**config.mk**
```make
export PLATFORM = sky130hd
export DESIGN_NAME = twbmc_core
export DESIGN_NICKNAME = d
export VERILOG_FILES = /design/src/twbmc_pkg.sv /design/src/twbmc_core.sv
export SDC_FILE = /design/constraint.sdc
export NUM_CORES = 1
export LEC_CHECK = 0
export BUFFER_PORTS_ARGS = -buffer_cell sky130_fd_sc_hd__clkbuf_2
export CAP_MARGIN = 20
export CORE_ASPECT_RATIO = 1.4
export CORE_MARGIN = 10
export CORE_UTILIZATION = 55
export DETAILED_ROUTE_END_ITERATION = 10
export PLACE_DENSITY_LB_ADDON = 0.12
export SLEW_MARGIN = 5
export SYNTH_ARGS = -nofsm -noshare
export SYNTH_HDL_FRONTEND = slang
export SYNTH_SLANG_ARGS = --single-unit
```
**constraint.sdc**
```tcl
create_clock -name clk -period 11.81 [get_ports clk]
set_input_delay 0.5905 -clock clk [delete_from_list [all_inputs] [get_ports clk]]
set_output_delay 0.5905 -clock clk [all_outputs]
set_load 0.02 [all_outputs]
```
**src/twbmc_pkg.sv**
```systemverilog
package twbmc_pkg;

  // Register byte offsets on the APB port.
  localparam logic [7:0] CTRL_OFF = 8'h00;
  localparam logic [7:0] STAT_OFF = 8'h04;
  localparam logic [7:0] BYTE_OFF = 8'h08;
  localparam logic [7:0] OWN_ADDR_OFF = 8'h0c;
  localparam logic [7:0] RATE_OFF = 8'h10;
  localparam logic [7:0] IRQ_STAT_OFF = 8'h14;
  localparam logic [7:0] IRQ_MASK_OFF = 8'h18;

  // Field positions in the bus control register.
  localparam int CTRL_STEP_BIT = 7;
  localparam int CTRL_ACK_BIT = 6;
  localparam int CTRL_STA_BIT = 5;
  localparam int CTRL_STO_BIT = 4;
  localparam int CTRL_WCOL_BIT = 3;
  localparam int CTRL_EN_BIT = 2;

  // Interrupt status and mask layout.
  localparam int IRQ_W = 3;
  localparam int IRQ_STEP_BIT = 0;
  localparam int IRQ_WCOL_BIT = 1;
  localparam int IRQ_LOST_BIT = 2;

  // Values after reset.
  localparam logic [7:0] RATE_RST = 8'h18;
  localparam logic [7:0] OWN_ADDR_RST = 8'h00;
  localparam logic [7:0] BYTE_RST = 8'hff;
  localparam logic [1:0] PRE_RST = 2'h0;
  localparam logic [IRQ_W-1:0] IRQ_RST = 3'h0;

  // Status codes; the low three bits are always zero.
  localparam logic [7:0] CODE_MASK = 8'hf8;
  localparam logic [7:0] NO_INFO_CODE = 8'hf8;
  localparam logic [7:0] START_SENT_CODE = 8'h08;
  localparam logic [7:0] RESTART_SENT_CODE = 8'h10;
  localparam logic [7:0] ADDR_W_ACKED_CODE = 8'h18;
  localparam logic [7:0] ADDR_W_NACKED_CODE = 8'h20;
  localparam logic [7:0] DATA_ACKED_CODE = 8'h28;
  localparam logic [7:0] DATA_NACKED_CODE = 8'h30;
  localparam logic [7:0] ARB_LOST_CODE = 8'h38;
  localparam logic [7:0] ADDR_R_ACKED_CODE = 8'h40;
  localparam logic [7:0] ADDR_R_NACKED_CODE = 8'h48;
  localparam logic [7:0] MRX_ACKED_CODE = 8'h50;
  localparam logic [7:0] MRX_NACKED_CODE = 8'h58;
  localparam logic [7:0] OWN_W_CODE = 8'h60;
  localparam logic [7:0] SRX_ACKED_CODE = 8'h80;
  localparam logic [7:0] SRX_NACKED_CODE = 8'h88;
  localparam logic [7:0] SLV_END_CODE = 8'ha0;
  localparam logic [7:0] OWN_R_CODE = 8'ha8;
  localparam logic [7:0] STX_ACKED_CODE = 8'hb8;
  localparam logic [7:0] STX_NACKED_CODE = 8'hc0;

  // Bit counter value of the acknowledge slot.
  localparam logic [3:0] ACK_SLOT = 4'h8;

  // Engine states.
  typedef enum logic [6:0] {
    TWBMC_IDLE = 7'b0000001,
    TWBMC_START = 7'b0000010,
    TWBMC_MBIT = 7'b0000100,
    TWBMC_MWAIT = 7'b0001000,
    TWBMC_STOP = 7'b0010000,
    TWBMC_SBIT = 7'b0100000,
    TWBMC_SWAIT = 7'b1000000
  } twbmc_state_t;

endpackage

```
**src/twbmc_core.sv**
```systemverilog
`timescale 1ns/100ps
module twbmc_core (
  // Clock and reset
  input wire logic clk,
  input wire logic resetn,
  // APB slave
  input wire logic psel,
  input wire logic penable,
  input wire logic pwrite,
  input wire logic [7:0] paddr,
  input wire logic [31:0] pwdata,
  output logic [31:0] prdata,
  output logic pready,
  output logic pslverr,
  // Two-wire bus pins, open drain
  input wire logic scl_i,
  output logic scl_o,
  output logic scl_oe,
  input wire logic sda_i,
  output logic sda_o,
  output logic sda_oe,
  // Interrupt
  output logic irq
);

  // True for every register offset that the block decodes.
  function automatic logic reg_hit(input logic [7:0] a);
    reg_hit = (a == twbmc_pkg::CTRL_OFF) || (a == twbmc_pkg::STAT_OFF) ||
              (a == twbmc_pkg::BYTE_OFF) || (a == twbmc_pkg::OWN_ADDR_OFF) ||
              (a == twbmc_pkg::RATE_OFF) || (a == twbmc_pkg::IRQ_STAT_OFF) ||
              (a == twbmc_pkg::IRQ_MASK_OFF);
  endfunction

  // Cycles in a quarter of a bit time.
  function automatic logic [15:0] quarter_len(input logic [7:0] r, input logic [1:0] p);
    quarter_len = ({8'h00, r} + 16'h0001) << {p, 1'b0};
  endfunction

  logic wr_acc, rd_setup, wr_ctrl, wr_byte, sw_clr_step, wcol_evt;
  logic ack_en_r, sta_r, sto_r, en_r, wcol_r;
  logic [1:0] pre_r;
  logic [7:0] rate_r, own_r, byte_r, shift_r, code_r, stat_view;
  logic [twbmc_pkg::IRQ_W-1:0] irq_stat_r, irq_mask_r, irq_evt;
  logic [31:0] prdata_r;
  twbmc_pkg::twbmc_state_t state_r;
  logic [1:0] phase_r;
  logic [3:0] bitcnt_r;
  logic step_r, step_evt_r, lost_evt_r, sto_done_r;
  logic scl_low_r, sda_low_r;
  logic mtx_r, stx_r, rw_r, addr_r, addr_next_r, rep_r, ack_r, slv_act_r, last_r, busy_r;
  logic scl_m_r, scl_s_r, scl_p_r, sda_m_r, sda_s_r, sda_p_r;
  logic scl_rise, scl_fall, start_det, stop_det;
  logic [15:0] div_r, div_lim;
  logic qtick, mtick;

  // APB strobes; each access phase lasts one cycle.
  assign wr_acc = psel & penable & pwrite;
  assign rd_setup = psel & ~penable & ~pwrite;
  assign wr_ctrl = wr_acc & (paddr == twbmc_pkg::CTRL_OFF);
  assign wr_byte = wr_acc & (paddr == twbmc_pkg::BYTE_OFF);
  assign sw_clr_step = wr_ctrl & pwdata[twbmc_pkg::CTRL_STEP_BIT];
  assign wcol_evt = wr_byte & ~step_r;
  assign pready = 1'b1;
  assign pslverr = psel & penable & ~reg_hit(paddr);
  assign prdata = prdata_r;

  // The code is only meaningful while the step flag is up.
  assign stat_view = step_r ? code_r : twbmc_pkg::NO_INFO_CODE;

  // Open-drain pins only ever pull low.
  assign scl_o = 1'b0;
  assign sda_o = 1'b0;
  assign scl_oe = scl_low_r;
  assign sda_oe = sda_low_r;

  // Read data is captured in the setup phase so it stands through the access.
  always_ff @(posedge clk or negedge resetn) begin
    if (!resetn) begin
      prdata_r <= 32'h0000_0000;
    end else if (rd_setup) begin
      unique case (paddr)
        twbmc_pkg::CTRL_OFF: prdata_r <= {24'h000000, step_r, ack_en_r, sta_r, sto_r,
                                          wcol_r, en_r, 2'h0};
        // Only the five code bits travel; bit 2 reads zero and the low two carry the prescaler field.
        twbmc_pkg::STAT_OFF: prdata_r <= {24'h000000, stat_view[7:3], 1'b0, pre_r};
        twbmc_pkg::BYTE_OFF: prdata_r <= {24'h000000, byte_r};
        twbmc_pkg::OWN_ADDR_OFF: prdata_r <= {24'h000000, own_r};
        twbmc_pkg::RATE_OFF: prdata_r <= {24'h000000, rate_r};
        twbmc_pkg::IRQ_STAT_OFF: prdata_r <= {29'h00000000, irq_stat_r};
        twbmc_pkg::IRQ_MASK_OFF: prdata_r <= {29'h00000000, irq_mask_r};
        default: prdata_r <= 32'h0000_0000;
      endcase
    end
  end

  // Control bits owned by software; the stop request clears itself.
  always_ff @(posedge clk or negedge resetn) begin
    if (!resetn) begin
      ack_en_r <= 1'b0;
      sta_r <= 1'b0;
      sto_r <= 1'b0;
      en_r <= 1'b0;
      wcol_r <= 1'b0;
    end else begin
      if (sto_done_r) begin
        sto_r <= 1'b0;
      end
      if (wr_ctrl) begin
        ack_en_r <= pwdata[twbmc_pkg::CTRL_ACK_BIT];
        sta_r <= pwdata[twbmc_pkg::CTRL_STA_BIT];
        sto_r <= pwdata[twbmc_pkg::CTRL_STO_BIT];
        en_r <= pwdata[twbmc_pkg::CTRL_EN_BIT];
      end
      // A byte write outside a step is dropped and flagged.
      if (wr_byte) begin
        wcol_r <= ~step_r;
      end
    end
  end

  // Prescaler, rate and own slave address.
  always_ff @(posedge clk or negedge resetn) begin
    if (!resetn) begin
      pre_r <= twbmc_pkg::PRE_RST;
      rate_r <= twbmc_pkg::RATE_RST;
      own_r <= twbmc_pkg::OWN_ADDR_RST;
    end else if (wr_acc) begin
      if (paddr == twbmc_pkg::STAT_OFF) begin
        pre_r <= pwdata[1:0];
      end
      if (paddr == twbmc_pkg::RATE_OFF) begin
        rate_r <= pwdata[7:0];
      end
      if (paddr == twbmc_pkg::OWN_ADDR_OFF) begin
        own_r <= pwdata[7:0];
      end
    end
  end

  // Sticky interrupt status, write one to clear; a new event wins the clear.
  assign irq_evt = {lost_evt_r, wcol_evt, step_evt_r};
  always_ff @(posedge clk or negedge resetn) begin
    if (!resetn) begin
      irq_stat_r <= twbmc_pkg::IRQ_RST;
      irq_mask_r <= twbmc_pkg::IRQ_RST;
    end else begin
      if (wr_acc && paddr == twbmc_pkg::IRQ_STAT_OFF) begin
        irq_stat_r <= (irq_stat_r & ~pwdata[twbmc_pkg::IRQ_W-1:0]) | irq_evt;
      end else begin
        irq_stat_r <= irq_stat_r | irq_evt;
      end
      if (wr_acc && paddr == twbmc_pkg::IRQ_MASK_OFF) begin
        irq_mask_r <= pwdata[twbmc_pkg::IRQ_W-1:0];
      end
    end
  end

  // Level interrupt while any unmasked status bit is set.
  always_ff @(posedge clk or negedge resetn) begin
    if (!resetn) begin
      irq <= 1'b0;
    end else begin
      irq <= |(irq_stat_r & irq_mask_r);
    end
  end

  // Two-stage synchronisers, plus a third stage for edge detection.
  always_ff @(posedge clk or negedge resetn) begin
    if (!resetn) begin
      scl_m_r <= 1'b1;
      scl_s_r <= 1'b1;
      scl_p_r <= 1'b1;
      sda_m_r <= 1'b1;
      sda_s_r <= 1'b1;
      sda_p_r <= 1'b1;
    end else begin
      scl_m_r <= scl_i;
      scl_s_r <= scl_m_r;
      scl_p_r <= scl_s_r;
      sda_m_r <= sda_i;
      sda_s_r <= sda_m_r;
      sda_p_r <= sda_s_r;
    end
  end

  // Bus line events seen by the slave role and the busy flag.
  assign scl_rise = scl_s_r & ~scl_p_r;
  assign scl_fall = ~scl_s_r & scl_p_r;
  assign start_det = scl_s_r & scl_p_r & ~sda_s_r & sda_p_r;
  assign stop_det = scl_s_r & scl_p_r & sda_s_r & ~sda_p_r;

  // Bus busy from any start until the next stop or until the block is disabled.
  always_ff @(posedge clk or negedge resetn) begin
    if (!resetn) begin
      busy_r <= 1'b0;
    end else if (start_det) begin
      busy_r <= 1'b1;
    end else if (stop_det || !en_r) begin
      busy_r <= 1'b0;
    end
  end

  // Quarter-bit divider; phase 2 also waits for a stretched clock to rise.
  assign div_lim = quarter_len(rate_r, pre_r);
  assign qtick = (div_r >= div_lim - 16'h0001);
  assign mtick = qtick & ((phase_r != 2'd2) | scl_s_r);
  always_ff @(posedge clk or negedge resetn) begin
    if (!resetn) begin
      div_r <= 16'h0000;
    end else if (qtick || state_r == twbmc_pkg::TWBMC_IDLE) begin
      div_r <= 16'h0000;
    end else begin
      div_r <= div_r + 16'h0001;
    end
  end

  // Byte engine for all four roles, with the step flag handshake.
  always_ff @(posedge clk or negedge resetn) begin
    if (!resetn) begin
      state_r <= twbmc_pkg::TWBMC_IDLE;
      phase_r <= 2'd0;
      bitcnt_r <= 4'h0;
      shift_r <= 8'h00;
      byte_r <= twbmc_pkg::BYTE_RST;
      code_r <= twbmc_pkg::NO_INFO_CODE;
      step_r <= 1'b0;
      step_evt_r <= 1'b0;
      lost_evt_r <= 1'b0;
      sto_done_r <= 1'b0;
      scl_low_r <= 1'b0;
      sda_low_r <= 1'b0;
      mtx_r <= 1'b0;
      stx_r <= 1'b0;
      rw_r <= 1'b0;
      addr_r <= 1'b0;
      addr_next_r <= 1'b0;
      rep_r <= 1'b0;
      ack_r <= 1'b0;
      slv_act_r <= 1'b0;
      last_r <= 1'b0;
    end else if (!en_r) begin
      state_r <= twbmc_pkg::TWBMC_IDLE;
      step_r <= 1'b0;
      step_evt_r <= 1'b0;
      lost_evt_r <= 1'b0;
      sto_done_r <= 1'b0;
      scl_low_r <= 1'b0;
      sda_low_r <= 1'b0;
      slv_act_r <= 1'b0;
    end else begin
      step_evt_r <= 1'b0;
      lost_evt_r <= 1'b0;
      sto_done_r <= 1'b0;
      if (sw_clr_step) begin
        step_r <= 1'b0;
      end
      if (wr_byte && step_r) begin
        byte_r <= pwdata[7:0];
      end
      unique case (state_r)
        twbmc_pkg::TWBMC_IDLE: begin
          phase_r <= 2'd0;
          // Master request first, then an address from another master.
          if (sta_r && !busy_r && !step_r) begin
            state_r <= twbmc_pkg::TWBMC_START;
            rep_r <= 1'b0;
          end else if (start_det && !step_r) begin
            state_r <= twbmc_pkg::TWBMC_SBIT;
            addr_r <= 1'b1;
            stx_r <= 1'b0;
            // The clock fall that closes the start wraps the count to zero.
            bitcnt_r <= 4'hf;
            slv_act_r <= 1'b0;
          end
        end
        twbmc_pkg::TWBMC_START: begin
          if (mtick) begin
            phase_r <= phase_r + 2'd1;
            unique case (phase_r)
              2'd0: sda_low_r <= 1'b0;
              2'd1: scl_low_r <= 1'b0;
              2'd2: sda_low_r <= 1'b1;
              default: begin
                scl_low_r <= 1'b1;
                step_r <= 1'b1;
                step_evt_r <= 1'b1;
                code_r <= rep_r ? twbmc_pkg::RESTART_SENT_CODE : twbmc_pkg::START_SENT_CODE;
                addr_next_r <= 1'b1;
                state_r <= twbmc_pkg::TWBMC_MWAIT;
              end
            endcase
          end
        end
        twbmc_pkg::TWBMC_MWAIT: begin
          // Clock is held low until software clears the step flag.
          phase_r <= 2'd0;
          if (!step_r) begin
            if (sto_r) begin
              state_r <= twbmc_pkg::TWBMC_STOP;
            end else if (sta_r) begin
              state_r <= twbmc_pkg::TWBMC_START;
              rep_r <= 1'b1;
            end else begin
              state_r <= twbmc_pkg::TWBMC_MBIT;
              shift_r <= byte_r;
              bitcnt_r <= 4'h0;
              addr_r <= addr_next_r;
              addr_next_r <= 1'b0;
              if (addr_next_r) begin
                mtx_r <= 1'b1;
                rw_r <= byte_r[0];
              end
            end
          end
        end
        twbmc_pkg::TWBMC_MBIT: begin
          if (mtick) begin
            phase_r <= phase_r + 2'd1;
            unique case (phase_r)
              2'd0: begin
                if (bitcnt_r < twbmc_pkg::ACK_SLOT) begin
                  sda_low_r <= mtx_r & ~shift_r[7];
                end else begin
                  sda_low_r <= ~mtx_r & ack_en_r;
                end
              end
              2'd1: scl_low_r <= 1'b0;
              2'd2: begin
                if (bitcnt_r < twbmc_pkg::ACK_SLOT) begin
                  if (mtx_r && shift_r[7] && !sda_s_r) begin
                    // Another master drove low over our released one.
                    state_r <= twbmc_pkg::TWBMC_IDLE;
                    scl_low_r <= 1'b0;
                    sda_low_r <= 1'b0;
                    step_r <= 1'b1;
                    step_evt_r <= 1'b1;
                    lost_evt_r <= 1'b1;
                    code_r <= twbmc_pkg::ARB_LOST_CODE;
                  end else begin
                    shift_r <= {shift_r[6:0], sda_s_r};
                  end
                end else begin
                  ack_r <= ~sda_s_r;
                end
              end
              default: begin
                scl_low_r <= 1'b1;
                if (bitcnt_r == twbmc_pkg::ACK_SLOT) begin
                  // Flag only after the acknowledge slot has been sampled.
                  step_r <= 1'b1;
                  step_evt_r <= 1'b1;
                  state_r <= twbmc_pkg::TWBMC_MWAIT;
                  if (addr_r && rw_r) begin
                    code_r <= ack_r ? twbmc_pkg::ADDR_R_ACKED_CODE :
                                      twbmc_pkg::ADDR_R_NACKED_CODE;
                    mtx_r <= ~ack_r;
                  end else if (addr_r) begin
                    code_r <= ack_r ? twbmc_pkg::ADDR_W_ACKED_CODE :
                                      twbmc_pkg::ADDR_W_NACKED_CODE;
                  end else if (mtx_r) begin
                    code_r <= ack_r ? twbmc_pkg::DATA_ACKED_CODE :
                                      twbmc_pkg::DATA_NACKED_CODE;
                  end else begin
                    code_r <= ack_r ? twbmc_pkg::MRX_ACKED_CODE : twbmc_pkg::MRX_NACKED_CODE;
                    byte_r <= shift_r;
                  end
                end else begin
                  bitcnt_r <= bitcnt_r + 4'h1;
                end
              end
            endcase
          end
        end
        twbmc_pkg::TWBMC_STOP: begin
          if (mtick) begin
            phase_r <= phase_r + 2'd1;
            unique case (phase_r)
              2'd0: sda_low_r <= 1'b1;
              2'd1: scl_low_r <= 1'b0;
              2'd2: sda_low_r <= 1'b1;
              default: begin
                sda_low_r <= 1'b0;
                sto_done_r <= 1'b1;
                state_r <= twbmc_pkg::TWBMC_IDLE;
              end
            endcase
          end
        end
        twbmc_pkg::TWBMC_SBIT: begin
          scl_low_r <= 1'b0;
          if (start_det || stop_det) begin
            sda_low_r <= 1'b0;
            if (slv_act_r) begin
              step_r <= 1'b1;
              step_evt_r <= 1'b1;
              code_r <= twbmc_pkg::SLV_END_CODE;
            end
            slv_act_r <= 1'b0;
            addr_r <= 1'b1;
            stx_r <= 1'b0;
            bitcnt_r <= 4'hf;
            state_r <= (start_det && !slv_act_r) ? twbmc_pkg::TWBMC_SBIT :
                                                   twbmc_pkg::TWBMC_IDLE;
          end else if (scl_rise) begin
            if (bitcnt_r < twbmc_pkg::ACK_SLOT && !stx_r) begin
              shift_r <= {shift_r[6:0], sda_s_r};
            end else if (bitcnt_r == twbmc_pkg::ACK_SLOT) begin
              ack_r <= ~sda_s_r;
            end
          end else if (scl_fall) begin
            if (bitcnt_r == 4'h7 && !stx_r) begin
              bitcnt_r <= twbmc_pkg::ACK_SLOT;
              if (addr_r) begin
                if (shift_r[7:1] == own_r[7:1] && ack_en_r) begin
                  sda_low_r <= 1'b1;
                  rw_r <= shift_r[0];
                end else begin
                  state_r <= twbmc_pkg::TWBMC_IDLE;
                end
              end else begin
                sda_low_r <= ack_en_r;
                byte_r <= shift_r;
              end
            end else if (bitcnt_r == twbmc_pkg::ACK_SLOT) begin
              // Slot over: stretch the clock and hand the step to software.
              sda_low_r <= 1'b0;
              scl_low_r <= 1'b1;
              step_r <= 1'b1;
              step_evt_r <= 1'b1;
              slv_act_r <= 1'b1;
              state_r <= twbmc_pkg::TWBMC_SWAIT;
              if (addr_r) begin
                code_r <= rw_r ? twbmc_pkg::OWN_R_CODE : twbmc_pkg::OWN_W_CODE;
                stx_r <= rw_r;
                last_r <= 1'b0;
              end else if (stx_r) begin
                code_r <= ack_r ? twbmc_pkg::STX_ACKED_CODE : twbmc_pkg::STX_NACKED_CODE;
                last_r <= ~ack_r;
              end else begin
                code_r <= sda_low_r ? twbmc_pkg::SRX_ACKED_CODE : twbmc_pkg::SRX_NACKED_CODE;
                last_r <= ~sda_low_r;
              end
            end else begin
              bitcnt_r <= bitcnt_r + 4'h1;
              if (stx_r) begin
                sda_low_r <= (bitcnt_r == 4'h7) ? 1'b0 : ~shift_r[6];
                shift_r <= {shift_r[6:0], 1'b0};
              end
            end
          end
        end
        default: begin
          // Waiting slave: drive the first bit when transmitting, release the clock a cycle later; after the last byte release it at once.
          if (!step_r) begin
            addr_r <= 1'b0;
            bitcnt_r <= 4'h0;
            if (last_r) begin
              scl_low_r <= 1'b0;
              slv_act_r <= 1'b0;
              state_r <= twbmc_pkg::TWBMC_IDLE;
            end else begin
              state_r <= twbmc_pkg::TWBMC_SBIT;
              if (stx_r) begin
                shift_r <= byte_r;
                sda_low_r <= ~byte_r[7];
              end
            end
          end
        end
      endcase
    end
  end

endmodule

```
# Yosys cells after proc, flatten, opt, wreduce, memory -nomap -nowiden
# Cells that the tools add are included.
# word_totals
register_bits,137
inputBits,47
output_inout_bits,39
elab_cells,508
# classes
n_addsub,5
magnitude_cmp,2
eq_ne,103
shifts,1
n_mux,242
bitwise_logic,45
reduce_logical,69
# ops
operator,count
8-bit 2-to-1 mux,44
7-bit 2-to-1 mux,25
1-bit 2-to-1 mux,119
3-bit != test (second input constant),24
4-bit 2-to-1 mux,16
2-bit != test (second input constant),29
8-bit case mux with 7 select lines,1
7-bit case mux with 6 select lines,1
9-bit AND reduction,4
8-bit case mux with 2 select lines,2
8-bit case mux with 4 select lines,1
8-bit by 5-bit == test with 1-bit output (second input constant),3
4-bit != test (second input constant),6
1-bit case mux with 2 select lines,12
8-bit case mux with 3 select lines,1
12-bit AND reduction,2
1-bit inverter,20
4-bit case mux with 5 select lines,1
1-bit bitwise AND,19
6-bit 2-to-1 mux,3
18-bit AND reduction,1
2-bit nonzero test,9
17-bit AND reduction,1
16-bit by 1-bit adder with 16-bit output (second input constant),1
62 further kinds,122

# Longest topological paths before layout
# Gate-level depths: netlist of the first run.
# logic_depth
ltp_word,12
depth_mapped,21
mapped_depth_nobuf,17

# Least setup slack after synthesis of the first run
# No wires, ideal clock.
# synth_timing
path_type,register -> register
startpoint,reg pre_r[0]
endpoint,reg byte_r[0]
setup_ns,0.089
arrival_time_ns,4.859
t_required_ns,11.721
path_slack_ns,6.862
path_stages_with_launch,22
n_path_buf,5
synth_period_minus_slack_ns,4.948
cell_sequence,dfrtp_1 clkbuf_1 buf_4 clkbuf_1 or3_1 ha_1 and2_1 a41oi_1 a2111oi_1 and2_1 nand3_1 mux2_2 ha_1 nand4_1 nor3_1 a31oi_2 a21oi_1 a32o_1 clkbuf_1 or3_1 clkbuf_1 o211ai_1
# synth_between
elab_chain_cells,6
# synth_rtl
element,line,rtl
from (decl),twbmc_core.sv:41,logic [1:0] pre_r;
from (signal assigned),twbmc_core.sv:124,pre_r <= twbmc_pkg::PRE_RST;
from (signal assigned),twbmc_core.sv:129,pre_r <= pwdata[1:0];
9-bit by 3-bit left shift with 16-bit output,twbmc_core.sv:36,"quarter_len = ({8'h00, r} + 16'h0001) << {p, 1'b0};"
16-bit by 1-bit subtractor with 16-bit output,twbmc_core.sv:205,assign qtick = (div_r >= div_lim - 16'h0001);
16-bit >= comparator,twbmc_core.sv:205,
1-bit bitwise AND,twbmc_core.sv:206,assign mtick = qtick & ((phase_r != 2'd2) | scl_s_r);
8-bit 2-to-1 mux,twbmc_core.sv:317,if (mtick) begin
8-bit case mux with 2 select lines,twbmc_core.sv:260,unique case (state_r)
to (signal assigned),twbmc_core.sv:224,byte_r <= twbmc_pkg::BYTE_RST;
to (signal assigned),twbmc_core.sv:258,byte_r <= pwdata[7:0];
to (signal assigned),twbmc_core.sv:365,byte_r <= shift_r;
to (decl),twbmc_core.sv:42,"logic [7:0] rate_r, own_r, byte_r, shift_r, code_r, stat_view;"
# Every way passes these cells.
# A chain may end at the register's enable or synchronous reset.

# Worst setup path in the final report of the first run
# layout_timing
startpoint,reg pre_r[0]
endpoint,reg byte_r[7]
# Same word-level chain as after synthesis.

==> summary.md, run 1 <==
| Metric | Value |
|---|---|
| RSZ-0062 raised after global routing | `false` |
| Gate power share | `0.094` |
| Cell Area, Synth | `between 0.007 and 0.008 mm^2` |
| # hold bufs at CTS | `0` |
| Share of cells above drive strength 1 | `0.120` |
| Initial detailed-routing violation count | `529` |
| Worst-Margin Slew | `1.01 ns` |
| GRT met1 Usage | `0.258` |
| CP Capture Type | `flip-flop` |
| # H-tree levels | `3` |
| RD Place Congestion | `0.989` |
| Hold WC Path Type | `primary input to asynchronous set/reset pin` |
| Sw Ratio | `0.276` |
| Syn avg cell area | `8.38 um^2` |
| Final Setup Violations | `0` |
| Placed insts | `1118` |
| Final Skew | `0.0107 ns` |
| Clk pwr share | `0.395` |
| Initial antenna violation count | `0` |
| Final worst-path cycle share | `0.526` |
| CP max stage cell | `a21oi_1` |
| Die span in y | `162 um` |
| Core outline area | `0.0140 mm^2` |
| First-pass GRT wire length | `35.9 mm` |
| Fmax | `161 MHz` |
| Via-per-instance ratio | `between 6 and 7` |
| # clock sinks | `110` |
| P_leak | `3.48 nW` |
| FF-to-FF End | `byte_r[7]$_DFFE_PN1P_` |
| Commonest non-fill, non-tap cell in the layout | `nand2_1` |
| Netlist cell types | `82` |
| Vias in the first global route | `~6800` |
| Fin. Hold Viols | `0` |
| Cells after Synth | `between 900 and 1000` |
| Final Power | `~0.76 mW` |
| Layer with the highest usage | `met2` |
| Largest net degree at the start of global routing | `65` |
| Worst VDD drop | `between 0.05 and 0.06 mV` |
| Reg-to-reg slack, setup | `roughly 5.6 ns` |
| CTS resizes | `0` |
| Detailed-route via count | `6993` |
| Seq/Total Area, Yosys | `0.350` |
| Met3 Usage GRT | `0.0312` |
| Max Cap Violations | `0` |
| M2 GR Usage | `0.406` |
| Number of core rows | `51` |
| Internal | `0.549 mW` |
| Fin. max-slew vios | `0` |
| Total I/O pin count | `86` |
| Min Tclk post-route | `about 6.2 ns` |
| Most used DFF post-synth | `dfrtp_1` |
| Critical Path Fanout Max | `25` |
| Pwr Density | `90.9 mW/mm^2` |
| Setup CP Type | `flip-flop to flip-flop` |
| Antenna Diode Count | `0` |
| Final WL | `22.6 mm` |
| Design area | `0.00834 mm^2` |
| DP Area | `roughly 0.008 mm^2` |
| Fin nets | `roughly 1000` |
| CTS buffer count | `9` |
| Max clock buf depth | `2` |
| Total GRT Usage | `0.226` |
| # DRC | `0` |
| CTS tree | `built` |
| R2R depth | `17` |
| Die footprint | `around 0.020 mm^2` |
| Detail Route Antenna Nets | `0` |
| Non-filler cells, final | `1134` |
| Syn-to-layout area delta | `4.95%` |
| CTS Root Buffer Type | `clkbuf_16` |
| Worst slew margin | `0.325` |
| Seq pwr share | `0.511` |
| Yosys warns | `0` |
| Register bit total from synthesis | `110` |
| Final Core Density | `0.594` |
| Pre-antenna DRT Iters | `5` |
| P_sw | `0.209 mW` |
| Crit path DAT | `6.49 ns` |
| Worst path cell trace | `inv_1, nand3_1, ha_1, and2_1, a41oi_1, a2111oi_1, and2_1, nand3_1, mux2_2, ha_1, nand4_1, nor3_1, a31oi_2, a21oi_1, a32o_1, or3_1, o211ai_1` |
| Post-synth EDFFs | `0` |
| Starting Density | `0.566` |
| Result of the run | `finished, final reports clean` |
| Clk slew on worst S/H paths | `0.08 ns` |
| GRT Residual Overflow | `0` |
| Post-CTS setup buffer count | `0` |
| Async S/R FF share, synth | `1.00` |
| WP data required | `12.08 ns` |
| Post-DP HPWL | `17.1 mm` |
| Worst skew pair latency | `0.36 ns` |
| Port bufs | `34` |
| Most frequent cells in the layout | `144 x nand2_1, 88 x dfrtp_1, 81 x o21ai_0` |
| Routed len/inst | `just under 20 um` |
| Slowest Stage Delay on Critical Path | `0.84 ns` |
| Die Wd | `about 120 um` |
| Setup crit start kind | `flip-flop` |
| FF-to-FF Start | `pre_r[0]$_DFFE_PN0P_` |
| Setup TNS | `0 ns` |
[state kept, by name, summed over array words and instances, names as in the netlist, 2 cells and up]
signal and cells:
bitcnt_r 4, byte_r 8, code_r 5, div_r 16
irq_mask_r 3, irq_stat_r 3, own_r 8, phase_r 2
prdata 8, pre_r 2, rate_r 8, shift_r 8
state_r 7
[stage by stage]
stage	worst slack (ns)	hold slack (ns)
finish	5.60	0.253
global route	5.20	0.294
CTS	5.71	0.277
detailed placement	5.71	0.348
global placement	5.73	0.348
floorplan	6.86	0.295
[power groups by stage]
stage	Combinational [mW]	Sequential, mW	Clock (mW)
after floorplan	0.0544	0.391	0
after global placement	0.0703	0.394	0
after detailed placement	0.0705	0.394	0
after CTS	0.0709	0.387	0.303
after global routing	0.0785	0.388	0.318
final	0.0715	0.387	0.299
[worst max path at each step]
| stage | from | end | slack, ns | cells past startpoint |
|---|---|---|---|---|
| 3_5_place_dp | pre_r[0]$_DFFE_PN0P_ | byte_r[2]$_DFFE_PN1P_ | 5.71 | 17 |
| 3_3_place_gp | pre_r[0]$_DFFE_PN0P_ | byte_r[1]$_DFFE_PN1P_ | 5.73 | 15 |
| 4_1_cts | pre_r[0]$_DFFE_PN0P_ | byte_r[7]$_DFFE_PN1P_ | 5.71 | 17 |
| 6_report | pre_r[0]$_DFFE_PN0P_ | byte_r[7]$_DFFE_PN1P_ | 5.60 | 17 |
| 2_1_floorplan | pre_r[0]$_DFFE_PN0P_ | byte_r[0]$_DFFE_PN1P_ | 6.86 | 21 |
| 5_1_grt | pre_r[0]$_DFFE_PN0P_ | byte_r[4]$_DFFE_PN1P_ | 5.20 | 15 |
[layer usage]
metal | routed length (um) | part of all wire
met5 | 0 | 0
met1 | 8820 | 0.39
met3 | 968 | 0.043
met2 | 12000 | 0.53
met4 | 819 | 0.036
[critical path, delay by kind of cell (launching register included)]
kind / cells / cell delay [ns]
and+or+nand+nor: 7 / 1.54
DFF: 1 / 0.83
adders and majority gates: 2 / 0.48
AOI/OAI and AO/OA: 6 / 2.53
buffers and inverters: 1 / 0.44
muxes: 1 / 0.29
[cell usage after synthesis (4+ instances only)]
cell type | number | area share
nor4b_1 | 6 | 0.0066
ha_1 | 29 | 0.046
or3_1 | 10 | 0.0079
nor4_1 | 6 | 0.0047
o32ai_1 | 4 | 0.0044
dfrtp_1 | 88 | 0.28
nand4_1 | 14 | 0.011
a41oi_1 | 5 | 0.0055
nand2_1 | 144 | 0.068
dfstp_2 | 22 | 0.073
a221oi_1 | 8 | 0.0088
clkbuf_1 | 36 | 0.017
nor2b_1 | 9 | 0.0071
a22o_1 | 6 | 0.0066
o22ai_1 | 7 | 0.0055
o21ai_0 | 81 | 0.051
buf_2 | 7 | 0.0044
a21oi_1 | 31 | 0.020
nor2_1 | 76 | 0.036
xor2_1 | 12 | 0.013
a21o_1 | 4 | 0.0038
mux2i_1 | 16 | 0.020
a31oi_1 | 16 | 0.013
nand3_1 | 43 | 0.027
and2_1 | 7 | 0.0055
o211ai_1 | 14 | 0.013
buf_4 | 29 | 0.027
a22oi_1 | 9 | 0.0085
inv_1 | 32 | 0.015
or4_1 | 4 | 0.0038
and3_1 | 13 | 0.010
xnor2_1 | 25 | 0.028
nand2b_1 | 12 | 0.0095
o221ai_1 | 8 | 0.0088
mux2_2 | 13 | 0.018
mux2_4 | 8 | 0.015
a211oi_1 | 7 | 0.0066
nor3_1 | 16 | 0.010
[kinds of logic after synthesis]
group / count (synthesis) / synth area share
and+or+nand+nor: 382 / 0.236
AOI/OAI and AO/OA: 240 / 0.201
DFF: 110 / 0.350
buffers and inverters: 110 / 0.0687
muxes: 38 / 0.0565
xor gates and xnor gates: 37 / 0.0408
adders and majority gates: 29 / 0.0457
other: 2 / 0.000945
[final cells by class]
type,count,area [um^2]
Clock inverter,7,68.8
Sequential cell,110,2780
Fill cell,1291,5700
Tap cell,185,231
Multi-Input combinational cell,753,4710
Clock buffer,9,225
Timing Repair Buffer,37,195
Inverter,33,124
Note: power is estimated with default switching activity, not from simulation.
==> run 2, diff against run 1 <==
--- a/config.mk
+++ b/config.mk
@@ -9,7 +9,7 @@
 export CAP_MARGIN = 20
 export CORE_ASPECT_RATIO = 1.4
 export CORE_MARGIN = 10
-export CORE_UTILIZATION = 55
+export CORE_UTILIZATION = 54
 export DETAILED_ROUTE_END_ITERATION = 10
 export PLACE_DENSITY_LB_ADDON = 0.12
 export SLEW_MARGIN = 5
==> constraint.sdc (replaced) <==
create_clock -name clk -period 5.7 [get_ports clk]
set_input_delay 0.285 -clock clk [delete_from_list [all_inputs] [get_ports clk]]
set_output_delay 0.285 -clock clk [all_outputs]
set_load 0.02 [all_outputs]
==> summary.md, run 2 (synthesis gave the netlist of run 1 again) <==
| Metric | Value |
|---|---|
| Final WL | `22.6 mm` |
| Critical Path Fanout Max | `12` |
| FF-to-FF End | `byte_r[5]$_DFFE_PN1P_` |
| Hold Path Origin | `scl_i` |
| Share of cells above drive strength 1 | `0.127` |
| Fin. max-slew vios | `0` |
| R2R depth | `18` |
| Internal | `1.15 mW` |
| Initial antenna violation count | `0` |
| Worst slew margin | `0.310` |
| RSZ-0062 raised after global routing | `false` |
| Final Skew | `between 0.015 and 0.02 ns` |
| WP data required | `5.99 ns` |
| Pwr Density | `190 mW/mm^2` |
| Routed len/inst | `about 20 um` |
| Final worst-path cycle share | `0.917` |
| Vias in the first global route | `~7000` |
| # H-tree levels | `3` |
| Die Wd | `about 120 um` |
| Fin nets | `1030` |
| # hold bufs at CTS | `2` |
| # DRC | `0` |
| Starting Density | `0.550` |
| Result of the run | `finished, final reports clean` |
| Fin. Hold Viols | `0` |
| P_leak | `approximately 3.5 nW` |
| Max reg flops | `16` |
| RD Place Congestion | `0.987` |
| Hold WC Path Type | `primary input to flip-flop` |
| CP Capture Type | `flip-flop` |
| Largest net degree at the start of global routing | `70` |
| Design area | `0.00843 mm^2` |
| Most frequent cells in the layout | `144 x nand2_1, 88 x dfrtp_1, 81 x o21ai_0` |
| Syn-to-layout area delta | `6.13%` |
| Antenna Diode Count | `0` |
| FF-to-FF Start | `rate_r[0]$_DFFE_PN0P_` |
| DP Area | `0.00811 mm^2` |
| Core outline area | `roughly 0.014 mm^2` |
| Die span in y | `164 um` |
| Total GRT Usage | `0.224` |
| Worst VDD drop | `0.126 mV` |
| Post-DP HPWL | `17.1 mm` |
| Detailed-route via count | `7148` |
| Fmax | `191 MHz` |
| Worst skew pair latency | `between 0.3 and 0.4 ns` |
| Die footprint | `0.0200 mm^2` |
| Setup crit start kind | `flip-flop` |
| Crit path DAT | `5.51 ns` |
| Top reg by flops | `div_r` |
| Max clock buf depth | `2` |
| Hold path depth | `1` |
| P_sw | `0.450 mW` |
| CTS buffer count | `9` |
| CTS resizes | `0` |
| First-pass GRT wire length | `35.9 mm` |
| Sw Ratio | `0.282` |
| WHS Endpoint | `scl_m_r$_DFF_PN1_` |
| Port bufs | `34` |
| Initial detailed-routing violation count | `567` |
| # clock sinks | `110` |
| Pre-antenna DRT Iters | `5` |
| Clk pwr share | `0.402` |
| Reg-to-reg slack, setup | `0.47 ns` |
| Detail Route Antenna Nets | `0` |
| Final Setup Violations | `0` |
| CTS tree | `built` |
| Post-CTS setup buffer count | `0` |
| Setup TNS | `0 ns` |
| Max Cap Violations | `0` |
| Gate power share | `0.096` |
| Via-per-instance ratio | `between 6 and 7` |
| GRT Residual Overflow | `0` |
| Min Tclk post-route | `about 5.2 ns` |
| CTS Root Buffer Type | `clkbuf_16` |
| Total I/O pin count | `86` |
| Commonest non-fill, non-tap cell in the layout | `nand2_1` |
| Number of core rows | `52` |
| Setup CP Type | `flip-flop to flip-flop` |
| Worst-Margin Slew | `1.03 ns` |
| Clk slew on worst S/H paths | `0.08 ns` |
| Seq pwr share | `0.502` |
==> run 2: per-stage QoR <==
step	worst slack [ns]	utilization	instances	hold slack, ns	total power, mW
after floorplan	0.752	-	973	-0.0106	0.923
after global placement	0.601	0.561	1130	0.310	0.967
after detailed placement	0.570	0.561	1130	0.315	0.968
after CTS	0.530	0.584	1148	0.00342	1.61
after global routing	0.0195	0.584	1148	0.00276	1.65
final	0.474	0.584	1148	0.00487	1.60
==> run 2: worst max-delay path: stages (launching register included) <==
cell	delay (ns)
dfrtp_1	0.58
ha_1	0.36
nand3_1	0.16
nor2_1	0.41
xnor2_1	0.14
o31ai_2	0.38
nor4b_2	0.28
buf_4	0.19
nand3_1	0.08
mux2_2	0.29
ha_1	0.28
a211oi_1	0.25
o22ai_1	0.14
a211oi_2	0.36
a21oi_1	0.12
buf_4	0.20
a32o_1	0.27
or3_1	0.45
o211ai_1	0.21
==> run 2: power groups by stage <==
stage                     Clock (mW)  Sequential (mW)  Combinational (mW)
after floorplan                    0            0.810               0.113
after global placement             0            0.817               0.151
after detailed placement           0            0.817               0.151
after CTS                      0.653            0.802               0.153
after global routing           0.681            0.803               0.170
final                          0.642            0.802               0.154
==> run 2: layout make-up <==
class / instances / area (um^2)
fill: 1372 / 6010
inverter: 33 / 124
clock buffer: 9 / 225
multi-input combinational: 753 / 4710
timing repair buffer: 47 / 275
tap: 189 / 236
clock inverter: 7 / 77.6
sequential: 110 / 2780
==> run 2: per-layer routing <==
| layer | part of all wire | vias up | GRT usage |
|---|---|---|---|
| met1 | 0.39 | 3438 | 0.252 |
| li1 | - | 3394 | - |
| met3 | 0.045 | 84 | 0.0349 |
| met2 | 0.52 | 232 | 0.398 |
| met5 | 0 | - | 0 |
| met4 | 0.047 | 0 | 0.109 |
==> run 2: worst max path at each step <==
stage	to	startpoint	depth (start not counted)
2_1_floorplan	byte_r[0]$_DFFE_PN1P_	pre_r[0]$_DFFE_PN0P_	21
3_3_place_gp	code_r[7]$_DFFE_PN1P_	rate_r[0]$_DFFE_PN0P_	17
3_5_place_dp	byte_r[6]$_DFFE_PN1P_	rate_r[0]$_DFFE_PN0P_	18
4_1_cts	byte_r[6]$_DFFE_PN1P_	rate_r[0]$_DFFE_PN0P_	18
5_1_grt	byte_r[0]$_DFFE_PN1P_	rate_r[0]$_DFFE_PN0P_	18
6_report	byte_r[5]$_DFFE_PN1P_	rate_r[0]$_DFFE_PN0P_	18
